===== src/design/ivl_pkg.sv =====
// Purpose: Shared constants and carriers for the vectored interrupt latency unit
// Assumes: Seventeen maskable sources plus reset, two priority levels
// Notes: Vector of source n is VEC_BASE plus n times VEC_STEP
package ivl_pkg;
	localparam int NUM_SRC = 17;
	localparam int IDX_W = 5;
	localparam int VEC_W = 16;
	localparam logic [VEC_W-1:0] RESET_VECTOR = 16'h0000;
	localparam logic [VEC_W-1:0] VEC_BASE = 16'h0003;
	localparam logic [VEC_W-1:0] VEC_STEP = 16'h0008;
	localparam logic [VEC_W-1:0] VEC_LAST = 16'h0083;
	localparam int CALL_CYCLES = 5;
	localparam logic [2:0] CALL_CNT_LOAD = 3'h5;
	// Sources whose flags clear by hardware on vectoring: timers always, external ones only when their ext_edge_mode bit is set
	localparam logic [IDX_W-1:0] SRC_EXT0 = 5'h00;
	localparam logic [IDX_W-1:0] SRC_TMR0 = 5'h01;
	localparam logic [IDX_W-1:0] SRC_EXT1 = 5'h02;
	localparam logic [IDX_W-1:0] SRC_TMR1 = 5'h03;
	localparam logic [1:0] SVC_NONE = 2'h0;

	typedef struct packed {
		logic instr_done;
		logic return_from_handler_done;
		logic stall;
	} ivl_cpu_t;

	typedef struct packed {
		logic active;
		logic high_level;
		logic [VEC_W-1:0] vector;
	} ivl_call_t;

	typedef enum logic [0:0] {
		IVL_IDLE = 1'b0,
		IVL_CALL = 1'b1
	} ivl_state_t;
endpackage


===== src/design/ivl_vectored_interrupt_latency_unit.sv =====
// Purpose: Samples pending flags, ranks them and forces a long call to the winning vector
// Assumes: Flags, enables and CPU strobes come from logic on clk
// Notes: Worst case latency is set by CPU instruction lengths, not by this unit
`timescale 1ns/1ns

module ivl_vectored_interrupt_latency_unit
	import ivl_pkg::*;
(
	input wire logic clk,
	input wire logic rst,
	input wire logic [NUM_SRC-1:0] pending_flags,
	input wire logic global_interrupt_enable,
	input wire logic [NUM_SRC-1:0] source_enable,
	input wire logic [NUM_SRC-1:0] source_high_priority,
	input wire logic [1:0] ext_edge_mode,
	input wire ivl_cpu_t cpu,
	output ivl_call_t long_call_to_handler,
	output logic [IDX_W-1:0] call_source,
	output logic [NUM_SRC-1:0] flag_clear,
	output logic [1:0] in_service
);
	initial
	begin
		if (NUM_SRC != 17 || VEC_BASE + VEC_STEP * 16'(NUM_SRC - 1) != VEC_LAST)
			$error("Source count does not fit the vector table");
	end

	ivl_state_t state_reg, state_next;
	ivl_call_t call_reg, call_next;
	logic [2:0] cnt_reg, cnt_next;
	logic [IDX_W-1:0] src_reg, src_next;
	logic [NUM_SRC-1:0] req_reg, req_next;
	logic [NUM_SRC-1:0] clr_reg, clr_next;
	logic [1:0] svc_reg, svc_next;
	logic after_ret_reg, after_ret_next;
	logic hi_any, lo_any, win_hi, win_ok, boundary;
	logic [IDX_W-1:0] hi_idx, lo_idx, win_idx;
	logic [NUM_SRC-1:0] auto_clr;

	always_comb
	begin
		auto_clr = '0;
		auto_clr[SRC_EXT0] = ext_edge_mode[0];
		auto_clr[SRC_TMR0] = 1'b1;
		auto_clr[SRC_EXT1] = ext_edge_mode[1];
		auto_clr[SRC_TMR1] = 1'b1;
	end

	// scan from top so the lowest index is the last to win
	always_comb
	begin
		hi_any = 1'b0;
		lo_any = 1'b0;
		hi_idx = '0;
		lo_idx = '0;
		for (int i = NUM_SRC - 1; i >= 0; i--)
		begin
			if (req_reg[i] && source_high_priority[i])
			begin
				hi_any = 1'b1;
				hi_idx = IDX_W'(i);
			end
			if (req_reg[i] && !source_high_priority[i])
			begin
				lo_any = 1'b1;
				lo_idx = IDX_W'(i);
			end
		end
	end

	// high may enter unless a high handler runs; low needs no handler in service
	// equal or higher level in service holds the request pending
	always_comb
	begin
		win_hi = 1'b0;
		win_idx = '0;
		win_ok = 1'b0;
		if (hi_any && !svc_reg[1])
		begin
			win_hi = 1'b1;
			win_idx = hi_idx;
			win_ok = 1'b1;
		end
		else if (lo_any && svc_reg == SVC_NONE)
		begin
			win_idx = lo_idx;
			win_ok = 1'b1;
		end
	end

	// the return itself never starts a call; the single instruction after it may
	// stalled cycles are no instruction boundary
	assign boundary = cpu.instr_done && !cpu.return_from_handler_done && !cpu.stall;

	always_comb
	begin
		// per source enable behind the global enable
		req_next = pending_flags & source_enable & {NUM_SRC{global_interrupt_enable}};
		after_ret_next = after_ret_reg;
		if (cpu.return_from_handler_done)
			after_ret_next = 1'b1;
		else if (cpu.instr_done && !cpu.stall)
			after_ret_next = 1'b0;
	end

	always_comb
	begin
		state_next = state_reg;
		call_next = call_reg;
		cnt_next = cnt_reg;
		src_next = src_reg;
		clr_next = '0;
		svc_next = svc_reg;
		// return releases the highest level in service
		if (cpu.return_from_handler_done)
		begin
			if (svc_reg[1])
				svc_next[1] = 1'b0;
			else
				svc_next[0] = 1'b0;
		end
		case (state_reg)
			IVL_IDLE:
			begin
				// detect clock done, start the five call clocks
				if (boundary && win_ok)
				begin
					state_next = IVL_CALL;
					cnt_next = CALL_CNT_LOAD;
					src_next = win_idx;
					call_next.active = 1'b1;
					call_next.high_level = win_hi;
					call_next.vector = VEC_BASE + VEC_STEP * VEC_W'(win_idx);
					svc_next[win_hi] = 1'b1;
					// pulse clears with the call start
					clr_next[win_idx] = auto_clr[win_idx];
				end
			end
			IVL_CALL:
			begin
				// stall freezes the call; total follows from CPU timing
				if (!cpu.stall)
				begin
					cnt_next = cnt_reg - 3'h1;
					if (cnt_reg == 3'h1)
					begin
						state_next = IVL_IDLE;
						call_next.active = 1'b0;
					end
				end
			end
			default:
			begin
				state_next = IVL_IDLE;
				call_next.active = 1'b0;
			end
		endcase
	end

	// reset leaves the reset vector on the call port, ahead of any source
	always_ff @(posedge clk or posedge rst)
	begin
		if (rst)
		begin
			state_reg <= IVL_IDLE;
			call_reg <= '{active: 1'b0, high_level: 1'b1, vector: RESET_VECTOR};
			cnt_reg <= '0;
			src_reg <= '0;
			req_reg <= '0;
			clr_reg <= '0;
			svc_reg <= SVC_NONE;
			after_ret_reg <= 1'b0;
		end
		else
		begin
			state_reg <= state_next;
			call_reg <= call_next;
			cnt_reg <= cnt_next;
			src_reg <= src_next;
			req_reg <= req_next;
			clr_reg <= clr_next;
			svc_reg <= svc_next;
			after_ret_reg <= after_ret_next;
		end
	end

	assign long_call_to_handler = call_reg;
	assign call_source = src_reg;
	assign flag_clear = clr_reg;
	assign in_service = svc_reg;

	// the call lasts at least five clocks
	call_min_len_a: assert property (@(posedge clk) disable iff (rst)
		$rose(call_reg.active) |-> call_reg.active[*5])
		else $error("Forced call shorter than five clocks");

	// without a stall it ends after exactly five
	call_exact_len_a: assert property (@(posedge clk) disable iff (rst)
		($rose(call_reg.active) && !cpu.stall ##1 !cpu.stall[*4]) |=> !call_reg.active)
		else $error("Unstalled call not five clocks");

	vector_value_a: assert property (@(posedge clk) disable iff (rst)
		$rose(call_reg.active) |-> call_reg.vector == VEC_BASE + VEC_STEP * VEC_W'(src_reg))
		else $error("Call vector does not match source");

	// no call on the return instruction itself
	ret_gap_a: assert property (@(posedge clk) disable iff (rst)
		cpu.return_from_handler_done |=> !$rose(call_reg.active))
		else $error("Call issued without an instruction after return");

	// the instruction after a return carries a pending call
	ret_next_call_a: assert property (@(posedge clk) disable iff (rst)
		(after_ret_reg && cpu.instr_done && !cpu.return_from_handler_done && !cpu.stall && win_ok
			&& state_reg == IVL_IDLE) |=> $rose(call_reg.active))
		else $error("Pending call not taken one instruction after return");

	global_off_a: assert property (@(posedge clk) disable iff (rst)
		!global_interrupt_enable |=> req_reg == '0)
		else $error("Request sampled while globally disabled");

	stall_wait_a: assert property (@(posedge clk) disable iff (rst)
		(cpu.stall && !call_reg.active) |=> !$rose(call_reg.active))
		else $error("Call started during a stall");

	// a high handler is never preempted
	high_hold_a: assert property (@(posedge clk) disable iff (rst)
		(svc_reg[1] && !cpu.return_from_handler_done) |=> !$rose(call_reg.active))
		else $error("High handler preempted");

	// with any handler running only a high request may enter
	low_blocked_a: assert property (@(posedge clk) disable iff (rst)
		($rose(call_reg.active) && $past(svc_reg) != SVC_NONE) |-> call_reg.high_level)
		else $error("Low request entered over a running handler");

	// timer 0 flag cleared with its call
	auto_clear_a: assert property (@(posedge clk) disable iff (rst)
		($rose(call_reg.active) && src_reg == SRC_TMR0) |-> flag_clear[SRC_TMR0])
		else $error("Timer 0 flag not cleared on vectoring");

	svc_record_a: assert property (@(posedge clk) disable iff (rst)
		$rose(call_reg.active) |-> svc_reg[call_reg.high_level])
		else $error("Service level not recorded");
endmodule


===== config.mk =====
export PLATFORM = sky130hd
export DESIGN_NAME = ivl_vectored_interrupt_latency_unit
export DESIGN_NICKNAME = d
export VERILOG_FILES = /design/src/design/ivl_pkg.sv /design/src/design/ivl_vectored_interrupt_latency_unit.sv
export SDC_FILE = /design/constraint.sdc
export NUM_CORES = 1
export LEC_CHECK = 0
export ABC_AREA = 1
export ABC_CLOCK_PERIOD_IN_PS = 2640
export BUFFER_PORTS_ARGS = -buffer_cell sky130_fd_sc_hd__buf_2
export CORE_ASPECT_RATIO = 1.4
export CORE_MARGIN = 2
export CORE_UTILIZATION = 50
export CTS_CLUSTER_DIAMETER = 30
export DETAILED_ROUTE_END_ITERATION = 8
export PLACE_DENSITY = 0.91
export SKIP_LAST_GASP = 1
export SLEW_MARGIN = 0
export SYNTH_ARGS = -nofsm -noshare
export SYNTH_HDL_FRONTEND = slang
export SYNTH_SLANG_ARGS = --single-unit

===== constraint.sdc =====
create_clock -name clk -period 2.64 [get_ports clk]
set_input_delay 0 -clock clk [delete_from_list [all_inputs] [get_ports clk]]
set_output_delay 0 -clock clk [all_outputs]
set_load 0.05 [all_outputs]

==> impl_metrics.toml, run 1 <==
[outcome]
status = "finished, final reports clean"

[timing]
relSlewSlack_pct = 37.1
clock_skew_ns = 0.00801
rsz0062_at_grt = "no"
setup-violations-final = 0
slew_viol_final = 0
worstMarginPinSlew_ns = 0.942
hold_slack_ns = 0.0243
max_freq_ghz = 0.500
finalSetupTns_ns = 0
setup_ws_ns = 0.638
hold_viol = 0
finalCriticalPeriod_ns = 2.00
period_share_pct = 75.8

[global_route]
grt_max_degree = 49
grt_pass1_vias = 2403
antenna_found_initial = 0
grt_pass1_wl_um = 9870
grt_overflow = 0
globalRouteTotalUtil_pct = 22.1

[clock_tree]
cts_tree = "done"
clock_sink_count = 48
cts-root-buf = "clkbuf_8"
numCtsBuffers = 5
postCtsSetupBuffers = 0
clock_latency_ns = 0.30
clk_path_buf_depth = 2
cts_resized = 0
clk_pin_slew_ns = 0.09
cts.htree.levels = 2

[place]
io_buffers = 91
gp_congestion = 0.800
hpwl_um = 4270
dpl_worst_slack_ns = 0.694
dpl_cell_area_mm2 = 0.00307

[drt]
ant_nets = 0
routed_wirelength_um = 6210
drtIter0Drc = 111
dr_total_vias = 2462
drc = 0
wl_per_cell_um = 11.7
dr.pass1.iters = 5
vias_per_cell = 4.62

[logic_synthesis]
yosysWarnings = 0
synth_enable_flop_cells = 0
synth_top_cell_by_area = "dfrtp_1"
avgSynthCellArea_um2 = 7.86
synth.cells.most_frequent = "nand2_1, dfrtp_1, inv_1"
ys_async_sr_fraction_pct = 100
ys_types = 33
yosysSeqAreaShare_pct = 46.5
synth_area_mm2 = 0.00259
synth-seq-cells = 48
synth_ff_type = "dfrtp_1"
syn_inst = 329
yosys-top-cells-area = "dfrtp_1, nand2_1, inv_1"
synth_top_area_share_pct = 45.5
synth_most_common_cell = "nand2_1"

[worst_setup_path]
crit_path_end_kind = "flip-flop"
critPathKind = "reg -> reg"
worstPathMaxFanout = 13
arrival_ns = 2.20
worst_ep_required_time_ns = 2.83
crit_path_start_kind = "flip-flop"
r2r_cells = 14

[power_and_ir_drop]
vdd_ir_drop_max_mv = 0.291
power.leakage_nw = 2.00
powerDensity_mw_per_mm2 = 641
total_power_mw = 2.26

[final_layout]
nets = 527
fin_area_mm2 = 0.00353
diodes = 0
syn_to_final_growth_pct = 36.4
fill_cells = 396
drive_above_1_share_pct = 30.4

[floorplanning]
die_x_um = 64.8
ioPinCount = 101
die_area_mm2 = 0.00577
die_height_um = 89.1
core-area_mm2 = 0.00508
start_util_pct = 50.9
num_rows = 31

[flow_run]
drv_cap = 0

[min_path]
hold_depth = 4
worstHoldPathType = "in -> reg"
[where the power goes]
| part | switching [mW] | leakage (nW) | internal (mW) |
|---|---|---|---|
| Clock | 0.243 | 0.0434 | 0.212 |
| Combinational | 0.648 | 1.35 | 0.259 |
| Sequential | 0.0619 | 0.608 | 0.837 |
[critical path, stage by stage, from the launching register on]
cell	delay, ns
dfrtp_1	0.40
nand2_1	0.10
nand2_1	0.07
inv_1	0.06
nand3_1	0.13
nor2_4	0.14
nand3_4	0.09
nand2_4	0.11
inv_4	0.05
nand2_1	0.10
nand2_2	0.12
inv_1	0.29
nor2_1	0.11
nand2_1	0.08
nor2_1	0.04
[placed cells by master, fill, tap and decap left out, drive strengths merged, types with 4 or more instances in the layout]
cell         Yosys  layout
nand2          123     123
buf             17      91
nor2            48      48
dfrtp           47      47
inv             43      43
dlygate4sd3      0      36
conb             1      22
nand3           14      14
o21ai           13      13
clkbuf           1       6
nand4            4       4
[metrics by stage]
| step | instances | util (%) |
|---|---|---|
| finish | 533 | 69.5 |
| global route | 533 | 69.5 |
| CTS | 533 | 69.5 |
| detailed placement | 489 | 60.5 |
| global placement | 489 | 60.5 |
| floorplan | 350 | - |
[area by class of cell]
type / count / area (um2) / area share (%)
Clock inverter: 2 / 15.0 / 0.425
Sequential cell: 48 / 1200 / 34.1
Timing Repair Buffer: 127 / 816 / 23.1
Clock buffer: 6 / 82.6 / 2.34
Inverter: 44 / 170 / 4.82
Multi-Input combinational cell: 240 / 1160 / 32.9
Tap cell: 66 / 82.6 / 2.34
[kinds of logic after synthesis]
group	Yosys count	synth area share, %
simple gates	193	35.4
buf+inv	62	11.7
flops	48	46.5
compound gates	23	5.27
fa+ha+maj	2	0.967
other cells	1	0.145
[path summary, 6_finish.rpt]
path	from	end	slack (ns)
min	cpu[0]	long_call_to_handler[16]$_DFFE_PP1P_	0.02
max reg2reg	req_reg[4]$_DFF_PP0_	flag_clear[2]$_DFF_PP0_	0.64
min in group asynchronous	rst	flag_clear[14]$_DFF_PP0_	0.45
max in group asynchronous	rst	flag_clear[1]$_DFF_PP0_	1.60
min reg2reg	long_call_to_handler[16]$_DFFE_PP1P_	long_call_to_handler[16]$_DFFE_PP1P_	0.49
max	req_reg[4]$_DFF_PP0_	flag_clear[2]$_DFF_PP0_	0.64
[routing by layer]
metal	part of all wire, %	wire (um)	vias up	track usage [%]
met3	5.2	325	15	3.78
met5	0	0	-	0
li1	-	-	1238	-
met2	58	3620	98	46.6
met1	34	2090	1111	20.1
met4	2.8	173	0	9.09
[what timing repair did]
| item | 4_1_cts | 5_1_grt |
|---|---|---|
| hold buffers | 36 | 0 |
| setup endpoints to repair | 0 | 0 |
| endpoints found under the hold margin | 65 | 0 |
Note: power is estimated with default switching activity, not from simulation.
==> inputs of run 2 (changes only) <==
ABC_AREA = 0   (was 1)
ABC_CLOCK_PERIOD_IN_PS = 1700   (was 2640)
CORE_UTILIZATION = 44   (was 50)
PLACE_DENSITY = 0.86   (was 0.91)
clock period = 1.7 ns   (was 2.64 ns; I/O delays follow)
==> run 2 against run 1 <==
The flow now finishes with violations (setup timing). Count of clock-buffer cells in the layout fell by 1. Worst setup slack worse by 0.93 ns. Final cell count fell by 7.7%. Combinational power grew 97%. Clock skew is 0.0012 ns higher. Largest power group unchanged.
==> impl_metrics.toml, run 2 <==
[timing]
setup_ws_ns = -0.291
finalCriticalPeriod_ns = 1.99
slew_viol_final = 0
hold_slack_ns = 0.118
rsz0062_at_grt = "yes"
hold_viol = 0
max_freq_ghz = 0.502
period_share_pct = 117
setup-violations-final = 17
clock_skew_ns = 0.00917

[floorplanning]
die_x_um = 68.1
die_height_um = 93.7
num_rows = 32
start_util_pct = 45.8
die_area_mm2 = 0.00638
core-area_mm2 = 0.00553
ioPinCount = 101

[global_route]
grt_overflow = 0
grt_pass1_vias = 2544
antenna_found_initial = 0
globalRouteTotalUtil_pct = 22.9
grt_max_degree = 26
grt_pass1_wl_um = 11000

[clock_tree]
clock_latency_ns = 0.31
clk_pin_slew_ns = 0.09
cts.htree.levels = 2
numCtsBuffers = 5
clock_sink_count = 48
cts-root-buf = "clkbuf_8"
cts_tree = "done"
clk_path_buf_depth = 2

[worst_setup_path]
arrival_ns = 2.20
crit_path_start_kind = "flip-flop"
slowest_stage = "dfrtp_1"
slowest_delay_ns = 0.42
worstPathMaxFanout = 4
critPathKind = "reg -> reg"
path_cells = "nor2b_1 > nor4_4 > nand3_2 > or2_4 > nand4_2 > nand4bb_4 > nor4_2"
crit_path_end_kind = "flip-flop"
worst_ep_required_time_ns = 1.91

[drt]
dr.pass1.iters = 4
dr_total_vias = 2511
wl_per_cell_um = 14.5
vias_per_cell = 5.10
drc = 0
routed_wirelength_um = 7110
drtIter0Drc = 74
ant_nets = 0

[place]
gp_congestion = 0.900
dpl_worst_slack_ns = -0.302
hpwl_um = 4830
dpl_cell_area_mm2 = 0.00332
io_buffers = 91

[final_layout]
nets = 484
fin_area_mm2 = 0.00403
syn_to_final_growth_pct = 59.5
layout_common_cells = "buf_2, dfrtp_1, dlygate4sd3_1, buf_4, conb_1"
utilization_pct = 73.0
diodes = 0
drive_above_1_share_pct = 45.3
mostFrequentLayoutCell = "buf_2"

[logic_synthesis]
synthAdderAreaFrac_pct = 0.990
synth_top_family_by_area = "simple AND/OR/NAND/NOR gates"
synth_top_cell_by_area = "dfrtp_1"
avgSynthCellArea_um2 = 10.6
synthXorXnorAreaFrac_pct = 0.346
syn_inst = 238
synth-seq-cells = 48
ys_async_sr_fraction_pct = 100
synth_most_common_cell = "dfrtp_1"
synth_area_mm2 = 0.00253
synth_compound_area_share_pct = 17.7
yosys-top-cells-area = "dfrtp_1, buf_4, and3_1"
yosysSeqAreaShare_pct = 47.6
synth_mux_area_share_pct = 1.04
ys_types = 64
synth_ff_type = "dfrtp_1"
synth_top_area_share_pct = 46.5
synth.cells.most_frequent = "dfrtp_1, nand2_1, and3_1"
yosysWarnings = 0
yosys.area_share.simple_pct = 25.7
synth_enable_flop_cells = 0

[power_and_ir_drop]
internal_power_mw = 2.40
power.share.sequential_pct = 35.4
p_comb_share_pct = 44.2
vdd_ir_drop_max_mv = 0.617
power.leakage_nw = 2.04
powerDensity_mw_per_mm2 = 1000
switchingPower_mw = 1.64
pwr-share-clk_pct = 20.4
switching_share_pct = 40.6

[outcome]
failed_checks = "setup timing"
status = "finished, violations left"

[flow_run]
drv_cap = 0

[min_path]
worstHoldPathType = "in -> reg"
## run 2: changes by cell type after synthesis, moves of 9 or more
| cell | before | now |
|---|---|---|
| nand2b_1 | 0 | 10 |
| inv_1 | 39 | 10 |
| nor2_1 | 36 | 11 |
| nand2_1 | 108 | 20 |
| nor2b_1 | 0 | 9 |
| nand2_2 | 11 | 0 |
| and3_1 | 0 | 17 |
## run 2: final cells by class
cell class	instances	area, um2
clock buffers	5	68.8
clock inverters	3	47.5
fillers	379	1490
inverters	10	37.5
multi-input cells	184	1390
flip-flops and latches	48	1200
well taps	68	85.1
repair buffers	174	1200
## run 2: per-layer routing
| layer | vias up | track usage (%) | share of wire [%] |
|---|---|---|---|
| li1 | 1200 | - | - |
| met1 | 1186 | 23.1 | 35 |
| met2 | 96 | 42.3 | 55 |
| met3 | 29 | 4.68 | 4.9 |
| met4 | 0 | 12.0 | 4.5 |
| met5 | - | 0 | 0 |
## run 2: kinds of logic after synthesis
kind of cell	count (synthesis)
adders and majority gates	2
other	1
buffers and inverters	27
and+or+nand+nor	100
xor gates and xnor gates	1
muxes	2
DFF	48
AOI/OAI and AO/OA	57
## run 2: path summary, 6_finish.rpt
path	from	end	slack (ns)	cells past startpoint
max	req_reg[9]$_DFF_PP0_	flag_clear[0]$_DFF_PP0_	-0.29	7
min	source_high_priority[16]	in_service[0]$_DFF_PP0_	0.12	4
max reg2reg	req_reg[9]$_DFF_PP0_	flag_clear[0]$_DFF_PP0_	-0.29	7
min reg2reg	long_call_to_handler[16]$_DFFE_PP1P_	long_call_to_handler[16]$_DFFE_PP1P_	0.48	2
max in group asynchronous	rst	req_reg[1]$_DFF_PP0_	0.74	4
min in group asynchronous	rst	flag_clear[4]$_DFF_PP0_	0.25	3
## run 2: worst max-delay path: cells and delay by family (launching register included)
kind	cells	cell delay (ns)
and+or+nand+nor	7	1.48
DFF	1	0.42
## run 2: power by group through the flow
stage               Sequential, mW  Clock, mW  Combinational [mW]
floorplan                     1.81          0               0.852
global placement              1.44          0                1.53
detailed placement            1.45          0                1.56
CTS                           1.43      0.849                1.66
global route                  1.46      0.893                1.91
finish                        1.43      0.825                1.79
## run 2: per-stage QoR
stage | power, mW | setup TNS [ns] | std cells
floorplan | 2.66 | -1.04 | 259
global placement | 2.98 | -1.66 | 433
detailed placement | 3.01 | -2.17 | 433
CTS | 3.94 | -1.82 | 486
global route | 4.26 | -4.49 | 492
finish | 4.05 | -2.71 | 492
## run 2: timing repair
action	4_1_cts	5_1_grt
endpoints found under the hold margin	44	0
hold buffers	39	0
buffers inserted	6	6
resized for setup	3	21
endpoints found under the setup margin	11	18
pin swaps	7	13
